### config.mk
export PLATFORM = sky130hd
export DESIGN_NAME = dtc_track_controller
export DESIGN_NICKNAME = d
export VERILOG_FILES = /design/src/logic/dtc_track_controller.v
export VERILOG_INCLUDE_DIRS = /design/src /design/src/logic
export SDC_FILE = /design/constraint.sdc
export NUM_CORES = 1
export LEC_CHECK = 0
export BUFFER_PORTS_ARGS = -buffer_cell sky130_fd_sc_hd__buf_4
export CAP_MARGIN = 40
export CORE_ASPECT_RATIO = 2
export CORE_UTILIZATION = 28
export DETAILED_ROUTE_END_ITERATION = 7
export PLACE_DENSITY = 0.47
export SLEW_MARGIN = 5
export SYNTH_ARGS = -nofsm -noshare
export SYNTH_HDL_FRONTEND = slang
export SYNTH_SLANG_ARGS = --single-unit
### constraint.sdc
create_clock -name clk -period 3.7 [get_ports clk]
set_clock_uncertainty 0.05 [all_clocks]
set_input_delay 0.925 -clock clk [delete_from_list [all_inputs] [get_ports clk]]
set_output_delay 0.925 -clock clk [all_outputs]
set_load 0.005 [all_outputs]
### src/logic/dtc_defines.vh
// Constants for the diskette track controller.
// Summary of operation
// - 77 tracks, 26 sectors of 128 bytes
// - Data moves by DMA; interrupt on service
// - Operation starts when task word arrives
// - Idle spindle accepts; execution may wait
// - Busy spindle refuses all but control word
// - Sector field advances after good data field
// - Extended transfers follow ascending sector numbers; the code extends read tasks only, a write task ends after one sector
// - Read error stops without sector advance
// - Mark before, two check bytes after fields
// - Third identifier byte is compared sector number
// - Format writes 26 sectors, zero data; the code stops sooner once the range count reaches zero
// - Deleted mark written; reads skip such fields
// - First gap 40 bytes, 47 without mark
// - Index mark field: six zeros, mark
// - Second gap 26 bytes
// - Identifier: six zeros, identifier mark
// - First identifier byte is track number
// - Any sector number, any order
// - Identifier check preset ones, mark through byte four
// - Third gap 11 bytes
// - Data block: six zeros, data mark
// - Data field 128 bytes, zero padded
// - Fourth gap 27 bytes
`ifndef DTC_DEFINES_VH
`define DTC_DEFINES_VH
`define DTC_REG_ADDR 4'h0
`define DTC_REG_RANGE 4'h1
`define DTC_REG_CFGA 4'h2
`define DTC_REG_CFGB 4'h3
`define DTC_REG_TASK 4'h4
`define DTC_REG_CTRL 4'h5
`define DTC_REG_STAT 4'h6
`define DTC_REG_GAPFILL 4'h7
`define DTC_TASK_READ 3'h1
`define DTC_TASK_WRITE 3'h2
`define DTC_TASK_WRDEL 3'h3
`define DTC_TASK_FORMAT 3'h4
`define DTC_LAST_TRACK 8'h4c
`define DTC_SECTORS 8'h1a
`define DTC_DATA_LEN 8'h80
`define DTC_GAP1 8'h28
`define DTC_GAP1_LONG 8'h2f
`define DTC_GAP2 8'h1a
`define DTC_GAP3 8'h0b
`define DTC_GAP4 8'h1b
`define DTC_SYNC 8'h06
`define DTC_ID_LEN 8'h04
`define DTC_CRC_POLY 16'h1021
`define DTC_CRC_INIT 16'hffff
`define DTC_INDEX_MARK 8'hfc
`define DTC_ID_MARK 8'hfe
`define DTC_DATA_MARK 8'hfb
`define DTC_DEL_MARK 8'hf8
`endif

### src/logic/dtc_track_controller.v
// Track controller: register port, DMA byte stream, track framing.
`timescale 1ns/1ns
`include "dtc_defines.vh"
module dtc_track_controller (
  input wire clk,
  input wire rst,
  input wire [3:0] regAddr,
  input wire [15:0] regWrData,
  input wire regWr,
  input wire regRd,
  output reg [15:0] regRdData,
  output reg regNak,
  output wire dmaReq,
  output reg [15:0] dmaAddr,
  input wire dmaAck,
  input wire [7:0] dmaRdData,
  output reg [7:0] dmaWrData,
  output reg dmaWrite,
  output reg irq,
  input wire indexPulse,
  input wire [7:0] rdByte,
  input wire rdByteValid,
  input wire rdMarkFlag,
  input wire otherXfer,
  output reg [7:0] wrByte,
  output reg wrMark,
  output reg wrByteValid,
  output reg wrGate,
  input wire byteTick
);

  // ****************************************************************
  // State encoding
  // ****************************************************************
  localparam [11:0] ST_IDLE = 12'h001;
  localparam [11:0] ST_GAP = 12'h002;
  localparam [11:0] ST_SYNC = 12'h004;
  localparam [11:0] ST_MARK = 12'h008;
  localparam [11:0] ST_ID = 12'h010;
  localparam [11:0] ST_CRC = 12'h020;
  localparam [11:0] ST_DATA = 12'h040;
  localparam [11:0] ST_SRCH = 12'h080;
  localparam [11:0] ST_RDATA = 12'h100;
  localparam [11:0] ST_RCRC = 12'h200;
  localparam [11:0] ST_WAIT = 12'h400;
  localparam [11:0] ST_DONE = 12'h800;

  localparam [2:0] FLD_GAP1 = 3'h0;
  localparam [2:0] FLD_IDXM = 3'h1;
  localparam [2:0] FLD_GAP2 = 3'h2;
  localparam [2:0] FLD_IDM = 3'h3;
  localparam [2:0] FLD_GAP3 = 3'h4;
  localparam [2:0] FLD_DATM = 3'h5;
  localparam [2:0] FLD_GAP4 = 3'h6;

  function [15:0] crcStep;
    input [15:0] crc;
    input [7:0] data;
    integer i;
    reg [15:0] c;
    begin
      c = crc;
      for (i = 7; i >= 0; i = i - 1) begin
        if (c[15] ^ data[i]) begin
          c = {c[14:0], 1'b0} ^ `DTC_CRC_POLY;
        end else begin
          c = {c[14:0], 1'b0};
        end
      end
      crcStep = c;
    end
  endfunction

  // ****************************************************************
  // Input synchronisers
  // ****************************************************************
  reg [1:0] idxSync_q;
  reg [1:0] tickSync_q;
  reg idxPrev_q;
  reg tickPrev_q;
  wire indexEdge = idxSync_q[1] & ~idxPrev_q;
  wire tick = tickSync_q[1] & ~tickPrev_q;

  always @(posedge clk) begin
    if (rst) begin
      idxSync_q <= 2'h0;
      tickSync_q <= 2'h0;
      idxPrev_q <= 1'b0;
      tickPrev_q <= 1'b0;
    end else begin
      idxSync_q <= {idxSync_q[0], indexPulse};
      tickSync_q <= {tickSync_q[0], byteTick};
      idxPrev_q <= idxSync_q[1];
      tickPrev_q <= tickSync_q[1];
    end
  end

  // ****************************************************************
  // Registers
  // ****************************************************************
  reg [15:0] addr_q;
  reg [15:0] range_q;
  reg [15:0] cfgA_q;
  reg [15:0] cfgB_q;
  reg [2:0] task_q;
  reg [2:0] extCount_q;
  reg idxMarkEn_q;
  reg gapFill_q;
  reg intEn_q;
  reg busy_q;
  reg readErr_q;
  reg rangeEnd_q;
  reg [11:0] state_q;
  reg [2:0] field_q;
  reg [7:0] count_q;
  reg [7:0] secCount_q;
  reg [15:0] crc_q;
  reg [7:0] idBuf_q [0:3];
  reg idMatch_q;
  reg delMark_q;
  reg dmaPend_q;
  reg [7:0] dmaByte_q;
  reg dmaHave_q;

  wire isRead = (task_q == `DTC_TASK_READ);
  wire isFormat = (task_q == `DTC_TASK_FORMAT);
  wire refused = busy_q && (regAddr != `DTC_REG_CTRL) && (regWr || regRd);

  assign dmaReq = dmaPend_q;

  always @(posedge clk) begin
    if (rst) begin
      regRdData <= 16'h0000;
      regNak <= 1'b0;
    end else begin
      regNak <= refused;
      regRdData <= 16'h0000;
      if (regRd && !refused) begin
        case (regAddr)
          `DTC_REG_ADDR: regRdData <= addr_q;
          `DTC_REG_RANGE: regRdData <= range_q;
          `DTC_REG_CFGA: regRdData <= cfgA_q;
          `DTC_REG_CFGB: regRdData <= cfgB_q;
          `DTC_REG_TASK: regRdData <= {13'h0000, task_q};
          `DTC_REG_CTRL: regRdData <= {12'h000, extCount_q[1:0], idxMarkEn_q, intEn_q};
          `DTC_REG_STAT: regRdData <= {13'h0000, rangeEnd_q, readErr_q, busy_q};
          `DTC_REG_GAPFILL: regRdData <= {15'h0000, gapFill_q};
          default: regRdData <= 16'h0000;
        endcase
      end
    end
  end

  // ****************************************************************
  // Sequencer
  // ****************************************************************
  // Byte emitted for the current state, and whether it goes out as a mark.
  reg [7:0] outByte;
  reg outMark;
  always @* begin
    outByte = gapFill_q ? 8'hff : 8'h00;
    outMark = 1'b0;
    case (state_q)
      ST_SYNC: outByte = 8'h00;
      ST_MARK: begin
        outMark = 1'b1;
        case (field_q)
          FLD_IDXM: outByte = `DTC_INDEX_MARK;
          FLD_IDM: outByte = `DTC_ID_MARK;
          default: outByte = delMark_q ? `DTC_DEL_MARK : `DTC_DATA_MARK;
        endcase
      end
      ST_ID: outByte = dmaByte_q;
      ST_CRC: outByte = (count_q == 8'h00) ? crc_q[15:8] : crc_q[7:0];
      ST_DATA: outByte = (isFormat || range_q == 16'h0000) ? 8'h00 : dmaByte_q;
      default: outByte = gapFill_q ? 8'hff : 8'h00;
    endcase
  end

  wire emitting = state_q[1] | state_q[2] | state_q[3] | state_q[4] | state_q[5] | state_q[6];
  wire needDma = (state_q == ST_ID) || (state_q == ST_DATA && !isFormat && range_q != 16'h0000);
  wire stall = needDma && !dmaHave_q;

  always @(posedge clk) begin
    if (rst) begin
      addr_q <= 16'h0000;
      range_q <= 16'h0000;
      cfgA_q <= 16'h0000;
      cfgB_q <= 16'h0000;
      task_q <= 3'h0;
      extCount_q <= 3'h0;
      idxMarkEn_q <= 1'b1;
      gapFill_q <= 1'b0;
      intEn_q <= 1'b0;
      busy_q <= 1'b0;
      readErr_q <= 1'b0;
      rangeEnd_q <= 1'b0;
      state_q <= ST_IDLE;
      field_q <= FLD_GAP1;
      count_q <= 8'h00;
      secCount_q <= 8'h00;
      crc_q <= `DTC_CRC_INIT;
      idMatch_q <= 1'b0;
      delMark_q <= 1'b0;
      dmaPend_q <= 1'b0;
      dmaByte_q <= 8'h00;
      dmaHave_q <= 1'b0;
      dmaAddr <= 16'h0000;
      dmaWrData <= 8'h00;
      dmaWrite <= 1'b0;
      irq <= 1'b0;
      wrByte <= 8'h00;
      wrMark <= 1'b0;
      wrByteValid <= 1'b0;
      wrGate <= 1'b0;
    end else begin
      irq <= 1'b0;
      wrByteValid <= 1'b0;
      if (regWr && !refused) begin
        case (regAddr)
          `DTC_REG_ADDR: addr_q <= regWrData;
          `DTC_REG_RANGE: range_q <= regWrData;
          `DTC_REG_CFGA: cfgA_q <= regWrData;
          `DTC_REG_CFGB: cfgB_q <= regWrData;
          `DTC_REG_CTRL: begin
            intEn_q <= regWrData[0];
            idxMarkEn_q <= regWrData[1];
            extCount_q <= {1'b0, regWrData[3:2]};
          end
          `DTC_REG_GAPFILL: gapFill_q <= regWrData[0];
          `DTC_REG_TASK: begin
            if (regWrData[2:0] != 3'h0) begin
              task_q <= regWrData[2:0];
              busy_q <= 1'b1;
              readErr_q <= 1'b0;
              rangeEnd_q <= 1'b0;
              delMark_q <= (regWrData[2:0] == `DTC_TASK_WRDEL);
              secCount_q <= 8'h00;
              state_q <= ST_WAIT;
            end
          end
          default: begin
          end
        endcase
      end
      // DMA fetch or store, one byte per grant.
      if (dmaPend_q && dmaAck) begin
        dmaPend_q <= 1'b0;
        dmaAddr <= dmaAddr + 16'h0001;
        if (!dmaWrite) begin
          dmaByte_q <= dmaRdData;
          dmaHave_q <= 1'b1;
        end
      end
      if (!dmaPend_q && needDma && !dmaHave_q) begin
        dmaPend_q <= 1'b1;
        dmaWrite <= 1'b0;
      end
      case (state_q)
        ST_WAIT: begin
          if (!otherXfer && indexEdge) begin
            dmaAddr <= addr_q;
            if (isFormat) begin
              state_q <= ST_GAP;
              field_q <= FLD_GAP1;
              count_q <= idxMarkEn_q ? `DTC_GAP1 : `DTC_GAP1_LONG;
              wrGate <= 1'b1;
            end else begin
              state_q <= ST_SRCH;
              count_q <= 8'h00;
              idMatch_q <= 1'b0;
            end
          end
        end
        ST_SRCH: begin
          if (rdByteValid) begin
            if (rdMarkFlag && rdByte == `DTC_ID_MARK) begin
              count_q <= 8'h01;
              crc_q <= crcStep(`DTC_CRC_INIT, rdByte);
            end else if (rdMarkFlag && count_q == 8'h07) begin
              // Data mark after an identifier that matched.
              if (idMatch_q && rdByte == `DTC_DEL_MARK && isRead) begin
                idMatch_q <= 1'b0;
              end else if (idMatch_q && isRead) begin
                state_q <= ST_RDATA;
                count_q <= 8'h00;
                crc_q <= crcStep(`DTC_CRC_INIT, rdByte);
              end
            end else if (count_q >= 8'h01 && count_q <= 8'h04) begin
              idBuf_q[count_q[1:0] - 2'h1] <= rdByte;
              crc_q <= crcStep(crc_q, rdByte);
              count_q <= count_q + 8'h01;
            end else if (count_q == 8'h05 || count_q == 8'h06) begin
              crc_q <= crcStep(crc_q, rdByte);
              count_q <= count_q + 8'h01;
              if (count_q == 8'h06) begin
                // Match track and sector; reserved bytes ignored.
                idMatch_q <= (crcStep(crc_q, rdByte) == 16'h0000) &&
                  (idBuf_q[0] == cfgA_q[7:0]) && (idBuf_q[2] == cfgB_q[7:0]);
                if (!isRead && idBuf_q[0] == cfgA_q[7:0] && idBuf_q[2] == cfgB_q[7:0]) begin
                  state_q <= ST_GAP;
                  field_q <= FLD_GAP3;
                  count_q <= `DTC_GAP3;
                  wrGate <= 1'b1;
                end
              end
            end
          end
        end
        ST_RDATA: begin
          if (rdByteValid) begin
            crc_q <= crcStep(crc_q, rdByte);
            count_q <= count_q + 8'h01;
            if (count_q < `DTC_DATA_LEN && range_q != 16'h0000) begin
              dmaWrData <= rdByte;
              dmaWrite <= 1'b1;
              dmaPend_q <= 1'b1;
              range_q <= range_q - 16'h0001;
            end
            if (count_q == `DTC_DATA_LEN + 8'h01) begin
              if (crcStep(crc_q, rdByte) != 16'h0000) begin
                readErr_q <= 1'b1;
                state_q <= ST_DONE;
              end else begin
                cfgB_q[7:0] <= cfgB_q[7:0] + 8'h01;
                state_q <= (extCount_q != 3'h0 && range_q != 16'h0000) ? ST_SRCH : ST_DONE;
                extCount_q <= (extCount_q != 3'h0) ? extCount_q - 3'h1 : 3'h0;
                count_q <= 8'h00;
                idMatch_q <= 1'b0;
              end
            end
          end
        end
        ST_DONE: begin
          busy_q <= 1'b0;
          wrGate <= 1'b0;
          rangeEnd_q <= (range_q == 16'h0000);
          irq <= intEn_q;
          state_q <= ST_IDLE;
        end
        default: begin
        end
      endcase
      // Byte-time driven writing of the framed track.
      if (emitting && tick && !stall) begin
        wrByte <= outByte;
        wrMark <= outMark;
        wrByteValid <= 1'b1;
        dmaHave_q <= 1'b0;
        if (state_q == ST_MARK) begin
          crc_q <= crcStep(`DTC_CRC_INIT, outByte);
        end else if (state_q == ST_ID || state_q == ST_DATA) begin
          crc_q <= crcStep(crc_q, outByte);
          if (needDma) begin
            range_q <= range_q - 16'h0001;
          end
        end
        if (count_q > 8'h01) begin
          count_q <= count_q - 8'h01;
        end else begin
          case (state_q)
            ST_GAP: begin
              state_q <= ST_SYNC;
              count_q <= `DTC_SYNC;
              case (field_q)
                FLD_GAP1: field_q <= idxMarkEn_q ? FLD_IDXM : FLD_IDM;
                FLD_GAP2: field_q <= FLD_IDM;
                FLD_GAP3: field_q <= FLD_DATM;
                default: field_q <= FLD_IDM;
              endcase
              if (field_q == FLD_GAP1 && !idxMarkEn_q) begin
                state_q <= ST_GAP;
                field_q <= FLD_GAP2;
                count_q <= `DTC_GAP2;
              end
              if (field_q == FLD_GAP4) begin
                secCount_q <= secCount_q + 8'h01;
                if (!isFormat || secCount_q + 8'h01 == `DTC_SECTORS || range_q == 16'h0000) begin
                  state_q <= ST_DONE;
                end
              end
            end
            ST_SYNC: begin
              state_q <= ST_MARK;
              count_q <= 8'h01;
            end
            ST_MARK: begin
              if (field_q == FLD_IDXM) begin
                state_q <= ST_GAP;
                field_q <= FLD_GAP2;
                count_q <= `DTC_GAP2;
              end else if (field_q == FLD_IDM) begin
                state_q <= ST_ID;
                count_q <= `DTC_ID_LEN;
              end else begin
                state_q <= ST_DATA;
                count_q <= `DTC_DATA_LEN;
              end
            end
            ST_ID: begin
              state_q <= ST_CRC;
              count_q <= 8'h00;
            end
            ST_DATA: begin
              state_q <= ST_CRC;
              count_q <= 8'h00;
            end
            ST_CRC: begin
              if (count_q == 8'h00) begin
                count_q <= 8'h01;
              end else begin
                state_q <= ST_GAP;
                field_q <= (field_q == FLD_IDM) ? FLD_GAP3 : FLD_GAP4;
                count_q <= (field_q == FLD_IDM) ? `DTC_GAP3 : `DTC_GAP4;
                if (field_q == FLD_DATM && !isFormat) begin
                  cfgB_q[7:0] <= cfgB_q[7:0] + 8'h01;
                end
              end
            end
            default: state_q <= ST_IDLE;
          endcase
        end
      end
      if (!busy_q) begin
        state_q <= (regWr && regAddr == `DTC_REG_TASK && regWrData[2:0] != 3'h0) ? ST_WAIT : ST_IDLE;
      end
      // Track number in range keeps the task meaningful.
      if (busy_q && state_q == ST_WAIT && cfgA_q[7:0] > `DTC_LAST_TRACK) begin
        readErr_q <= 1'b1;
        state_q <= ST_DONE;
      end
    end
  end
endmodule

## After elaboration in Yosys (flattened, before gate mapping)

Memories as Yosys holds them, arrays and structs flattened.
Cells that the tools add are included.

| storage, ports and cells | value |
|---|---|
| bits in registers | 195 |
| memory bits (writable) | 32 |
| bits of input ports | 46 |
| output and inout port bits | 55 |
| logic and storage cells | 906 |
| memories kept | 1 |

Memory list:

| name | words | width | rd ports | clocked after Yosys merged registers in | wr ports | line | text |
|---|---|---|---|---|---|---|---|
| idBuf_q | 4 | 8 | 2 | 0 | 1 | dtc_track_controller.v:118 | `reg [7:0] idBuf_q [0:3];` |

| cells by class | value |
|---|---|
| add/sub/neg operators | 8 |
| order comparisons | 5 |
| eq/ne operators | 52 |
| multiplexer cells | 584 |
| bitwise gates (word level) | 141 |
| reductions and logical operators | 77 |

Operators by type and width:

| cell | count |
|---|---|
| $mux 16 | 357 |
| $mux 13 | 67 |
| $mux 8 | 39 |
| $mux 12 | 24 |
| $not 3->3 | 64 |
| $pmux 16 s8 | 1 |
| $pmux 8 s5 | 2 |
| $mux 3 | 23 |
| $xor 1x1->1 | 65 |
| $pmux 12 s5 | 1 |
| $mux 1 | 51 |
| $pmux 12 s4 | 1 |
| $logic_not 16->1 | 2 |
| $pmux 16 s2 | 1 |
| $reduce_bool 16->1 | 2 |
| $logic_and 1x1->1 | 31 |
| $ne 2x2->1 const B | 13 |
| $add 8x1->8 const B | 3 |
| $eq 8x3->1 const B | 3 |
| $eq 8x8->1 const B | 3 |
| $pmux 8 s3 | 1 |
| $pmux 3 s2 | 3 |
| $add 16x1->16 const B | 1 |
| $eq 4x3->1 const B | 4 |
| 50 further kinds | 105 |

## Longest topological paths before layout

| logic depth | value |
|---|---|
| word-level depth | 90 |
| gate-level depth with buffers | 13 |
| mapped depth without buffers | 12 |

## Least setup slack after synthesis

No wires, ideal clock.

| timing | value |
|---|---|
| kind | reg2reg |
| start | register range_q[0] |
| end | register crc_q[7] |
| library setup time | 0.058 ns |
| arrival time | 3.058 ns |
| required time | 3.592 ns |
| setup slack | 0.534 ns |
| cell stages (with the launch flop) | 12 |
| path buffers | 1 |
| period minus slack after synthesis | 3.166 ns |
| cell sequence | dfxtp_1 clkbuf_1 inv_1 ha_1 or4b_4 nor4_4 o31ai_4 a221oi_4 xnor3_1 or3_1 a21oi_1 o21a_1 |

| on the way | value |
|---|---|
| cells in the longest elaborated chain, start to end | 45 |
| elaborated cells on any way between the ends | 85 |
| classes of those cells | mux: 70; bitwise: 7; reduce/logical: 8 |

Ends and longest elaborated chain:

| item | line | text |
|---|---|---|
| start: declaration | dtc_track_controller.v:102 | `reg [15:0] range_q;` |
| start signal: assignment | dtc_track_controller.v:222 | `` `DTC_REG_RANGE: range_q <= regWrData; `` |
| start signal: assignment | dtc_track_controller.v:318 | `range_q <= range_q - 16'h0001;` |
| start signal: assignment | dtc_track_controller.v:355 | `range_q <= range_q - 16'h0001;` |
| $logic_not 16->1 | dtc_track_controller.v:175 | `ST_DATA: outByte = (isFormat \|\| range_q == 16'h0000) ? 8'h00 : dmaByte_q;` |
| $logic_or 1x1->1 | dtc_track_controller.v:175 |  |
| $mux 8 | dtc_track_controller.v:175 |  |
| $pmux 8 s5 | dtc_track_controller.v:163 | `case (state_q)` |
| $xor 1x1->1 | dtc_track_controller.v:64 | `if (c[15] ^ data[i]) begin` |
| $mux 13 | dtc_track_controller.v:64 |  |
| $mux 16 | dtc_track_controller.v:352 | `end else if (state_q == ST_ID \|\| state_q == ST_DATA) begin` |
| $mux 16 | dtc_track_controller.v:350 | `if (state_q == ST_MARK) begin` |
| (+29 left out) | -- |  |
| $mux 16 | dtc_track_controller.v:352 |  |
| $mux 16 | dtc_track_controller.v:350 |  |
| $mux 16 | dtc_track_controller.v:345 | `if (emitting && tick && !stall) begin` |
| $mux 16 | dtc_track_controller.v:185 | `if (rst) begin` |
| $mux 13 | dtc_track_controller.v:64 |  |
| $mux 16 | dtc_track_controller.v:352 |  |
| $mux 16 | dtc_track_controller.v:350 |  |
| $mux 16 (*) | dtc_track_controller.v:345 |  |
| end signal: assignment | dtc_track_controller.v:312 | `crc_q <= crcStep(crc_q, rdByte);` |
| end signal: assignment | dtc_track_controller.v:351 | `` crc_q <= crcStep(`DTC_CRC_INIT, outByte); `` |
| end signal: assignment | dtc_track_controller.v:353 | `crc_q <= crcStep(crc_q, outByte);` |
| end: declaration | dtc_track_controller.v:117 | `reg [15:0] crc_q;` |

Mark *: on every way between the ends. The rest lies on a longest branch, timed or not. The select of a mux whose other input is x is not followed.
A chain may end at the register's enable or synchronous reset.

## Final worst setup path

| timing | value |
|---|---|
| start | register range_q[0] |
| end | register cfgB_q[2] |

| on the way | value |
|---|---|
| cells in the longest elaborated chain, start to end | 7 |

Ends and longest elaborated chain:

| item | line | text |
|---|---|---|
| $reduce_bool 16->1 | dtc_track_controller.v:181 | `wire needDma = (state_q == ST_ID) \|\| (state_q == ST_DATA && !isFormat && range_q != 16'h0000);` |
| $logic_and 1x1->1 | dtc_track_controller.v:181 |  |
| $logic_or 1x1->1 | dtc_track_controller.v:181 |  |
| $logic_and 1x1->1 | dtc_track_controller.v:182 | `wire stall = needDma && !dmaHave_q;` |
| $logic_not 1->1 | dtc_track_controller.v:345 |  |
| $logic_and 1x1->1 | dtc_track_controller.v:345 |  |
| $mux 8 | dtc_track_controller.v:345 |  |
| end signal: assignment | dtc_track_controller.v:224 | `` `DTC_REG_CFGB: cfgB_q <= regWrData; `` |
| end signal: assignment | dtc_track_controller.v:325 | `cfgB_q[7:0] <= cfgB_q[7:0] + 8'h01;` |
| end signal: assignment | dtc_track_controller.v:416 | `cfgB_q[7:0] <= cfgB_q[7:0] + 8'h01;` |
| end: declaration | dtc_track_controller.v:104 | `reg [15:0] cfgB_q;` |

No other way between the ends.

==> results by group <==
Clocking
  – CTS Buffer Depth: 3
  – CTS H-Tree Depth: 1
  – Root Buffer: clkbuf_16
  – Hold_buf cts: 0
  – Clk slew on worst S/H paths: 0.07 ns
  – CTS sink count: 211
  – Clk_lat worst skew: 0.57 ns
  – CTS tree: built
  – Total CTS buffers: 23

Setup path
  – CP required: 4.11 ns
  – Slowest stage cell, crit path: or4b_4
  – Critical path, cell by cell: inv_1 > ha_1 > or4b_4 > nor4_4 > o31a_1 > o211ai_1 > o31ai_2 > buf_4 > nor2_1 > a211o_1 > a21oi_1
  – Reg-to-reg critical path startpoint: range_q[0]$_SDFF_PP0_
  – Crit path kind: flop to flop
  – Worst EP arrival: 3.96 ns
  – Crit-path max cell delay: 0.53 ns
  – CP endpoint kind: flop
  – Crit start category: flop
  – Critical path origin: range_q[0]$_SDFF_PP0_
  – FF-to-FF setup slack: 0.14 ns
  – CP max FO: 15
  – Worst R2R Path Depth: 11
  – Reg2reg end: cfgB_q[2]$_SDFF_PP0_

STA
  – Max frequency: 281 MHz
  – RSZ-0062 raised after global routing: false
  – Slew Limit Fails: 0
  – Slew margin rel.: 44.3%
  – Period Utilization, post-route: 96.1%
  – Worst Max-Slew Pin Slew: 0.835 ns
  – Fin crit period: 3.56 ns
  – Finish-stage setup viols: 0
  – Fin. Hold Viols: 0
  – Setup_tns: 0 ns

Floorplan
  – Chip width: 150 microns
  – # IOs: 101
  – Die area: 44,800 sq um
  – Chip Height: 298 microns
  – Row count: 108
  – Core Box Area: 43,400 sq um
  – Initial core utilization: 28.3%

Power and ir drop
  – Cell leakage power: 5.39 nW
  – Pwr dens: 342 nW/um^2
  – Peak VDD IR: 0.244 mV

Synth
  – EDFF count, synth: 16
  – Most used flip-flop cell after synthesis: dfxtp_1
  – Cell taking the most area after synthesis: dfxtp_1
  – Area contributors post-synth: dfxtp_1 32%, nand2_1 7.6%, a21oi_1 6.6%, nor2_1 4.6%, xnor2_1 4.5%
  – Async SR Flop Fraction: 0%
  – Post-Syn Nets: 1,633
  – YS warnings: 0
  – Distinct cell type count after synthesis: 90
  – Post-Syn Area: 12,300 sq um
  – Seq/Total Area, Yosys: 35.7%
  – Syn_area_per_cell: 7.80 sq um
  – Syn Inst Count: 1,574
  – Synth top area share: 31.8%
  – Flops & latches, synth: 211

Run
  – Max-Cap Viols: 0

Min path
  – Hold WC Path Type: flop to flop
  – HP Start: idxSync_q[0]$_SDFF_PP0_
  – Worst hold path depth: 1
  – Hold Path End: idxSync_q[1]$_SDFF_PP0_

Detailed routing
  – # DRC: 0
  – Via-to-Cell Ratio: 5.69
  – DR vias: 12,900
  – Routed WL per cell: 26.3 microns
  – Starting DRT DRC Count: 902
  – Initial DRT Pass Iterations: 7
  – Final ANT Viol Nets: 0
  – Final wirelength: 59.7 mm

Layout
  – Nets: 1,762
  – ANT cells: 0
  – Multi-input gate area: 7500 sq um
  – Share of post-route cells with drive strength above 1: 16.9%
  – Most frequent cells in the layout: 248 x nand2_1, 200 x buf_4, 195 x dfxtp_1, 160 x a21oi_1, 152 x nor2_1
  – Post-route insts no fill: 2,270
  – Reg area: 4380 sq um
  – Filler cell count: 4,663
  – Area delta synth->final: 21.7%
  – Final Util: 34.5%
  – Most common cell after layout, fill and taps aside: nand2_1

Place
  – IO Port Bufs: 100
  – GPL Wtd Cong: 0.974
  – Hpwl dp: 46.2 mm
  – Post-Place Cells: 2,227

GRT
  – First-pass GRT wire length: 87.2 mm
  – Initial antenna violation count: 0
  – Overflow after GRT: 0
  – GRT Total Usage: 26.9%
  – Pin count of the biggest net entering global routing: 106
  – Vias in the first global route: 13,200

Run status
  – Status: complete, no violations
cells by family (layout without fill, tap and decap cells):
group                      count (synthesis)  after routing  share of synthesized area [%]
AOI/OAI and AO/OA                        431            431                           22.9
buffers and inverters                    118            264                           3.66
muxes                                     21             21                           1.78
xor gates and xnor gates                  97             97                           7.09
DFF                                      211            211                           35.7
adders and majority gates                 13             13                           1.32
and+or+nand+nor                          683            683                           27.6
power by group:
| group | switching (mW) | internal (mW) | leakage (nW) |
|---|---|---|---|
| Combinational | 0.212 | 0.115 | 3.29 |
| Sequential | 0.0181 | 2.31 | 1.72 |
| Clock | 1.06 | 1.40 | 0.383 |
critical path: cells and delay by family (launching register included):
family,cells,cell delay (ns)
AO/OA/AOI/OAI,5,1.35
AND/OR/NAND/NOR,3,1.08
flip-flops,1,0.37
buffers and inverters,2,0.37
adder cells (fa/ha/maj),1,0.26
repair_timing:
action | in CTS | in global routing
resized for setup | 0 | 3
setup endpoints to repair | 0 | 6
hold endpoints to repair | 0 | 0
setup buffers | 0 | 1
worst max path at each step:
stage,slack (ns),endpoint,cells past startpoint
detailed placement,0.13,cfgB_q[4]$_SDFF_PP0_,11
floorplan,0.53,crc_q[7]$_SDFF_PP1_,11
CTS,0.09,cfgB_q[4]$_SDFF_PP0_,11
global placement,0.18,cfgB_q[2]$_SDFF_PP0_,11
global route,0.007,cfgB_q[2]$_SDFF_PP0_,11
finish,0.14,cfgB_q[2]$_SDFF_PP0_,11
layout make-up:
type,count,share of cell area [%]
Multi-Input combinational cell,1245,50.2
Sequential cell,211,29.3
Timing Repair Buffer,201,10.2
Tap cell,550,4.60
Clock buffer,33,4.44
Clock inverter,9,0.753
Inverter,21,0.527
metrics by stage:
| stage | power (mW) | hold WS (ns) | instance area (sq um) | setup slack (ns) |
|---|---|---|---|---|
| 2_1_floorplan | 2.53 | 0.364 | 12300 | 0.534 |
| 3_3_place_gp | 2.70 | 0.368 | 14200 | 0.177 |
| 3_5_place_dp | 2.71 | 0.372 | 14200 | 0.129 |
| 4_1_cts | 5.18 | 0.387 | 14900 | 0.0901 |
| 5_1_grt | 5.27 | 0.403 | 14900 | 0.00734 |
| 6_report | 5.12 | 0.385 | 14900 | 0.144 |
per-layer routing:
metal  track usage [%]  up-vias  wire [microns]
met5                 0        -               0
met1              24.3     6160           18600
met2              52.3      540           33000
met4              21.3        0            5470
met3              3.25      238            2620
li1                  -     5967               -
cell usage after synthesis, drive strengths merged (14+ instances only):
| library cell | instances |
|---|---|
| nor2b | 18 |
| nand2 | 248 |
| edfxtp | 16 |
| a222oi | 16 |
| inv | 21 |
| xor2 | 32 |
| nand4 | 23 |
| and3 | 32 |
| a21oi | 162 |
| dfxtp | 195 |
| or3 | 14 |
| nand3 | 49 |
| mux2i | 14 |
| nor3 | 36 |
| a22oi | 14 |
| a211oi | 35 |
| clkbuf | 90 |
| a31oi | 25 |
| nand2b | 16 |
| o21ai | 66 |
| nor4 | 15 |
| nor2 | 153 |
| xnor2 | 64 |
registers in the layout, indices dropped and copies added (netlist names), 12 cells and up:
name	flops
addr_q	16
cfgB_q	16
dmaAddr	16
state_q	12
range_q	16
crc_q	16
cfgA_q	16
idBuf_q	16
regRdData	16
(Power assumes the default switching activity.)
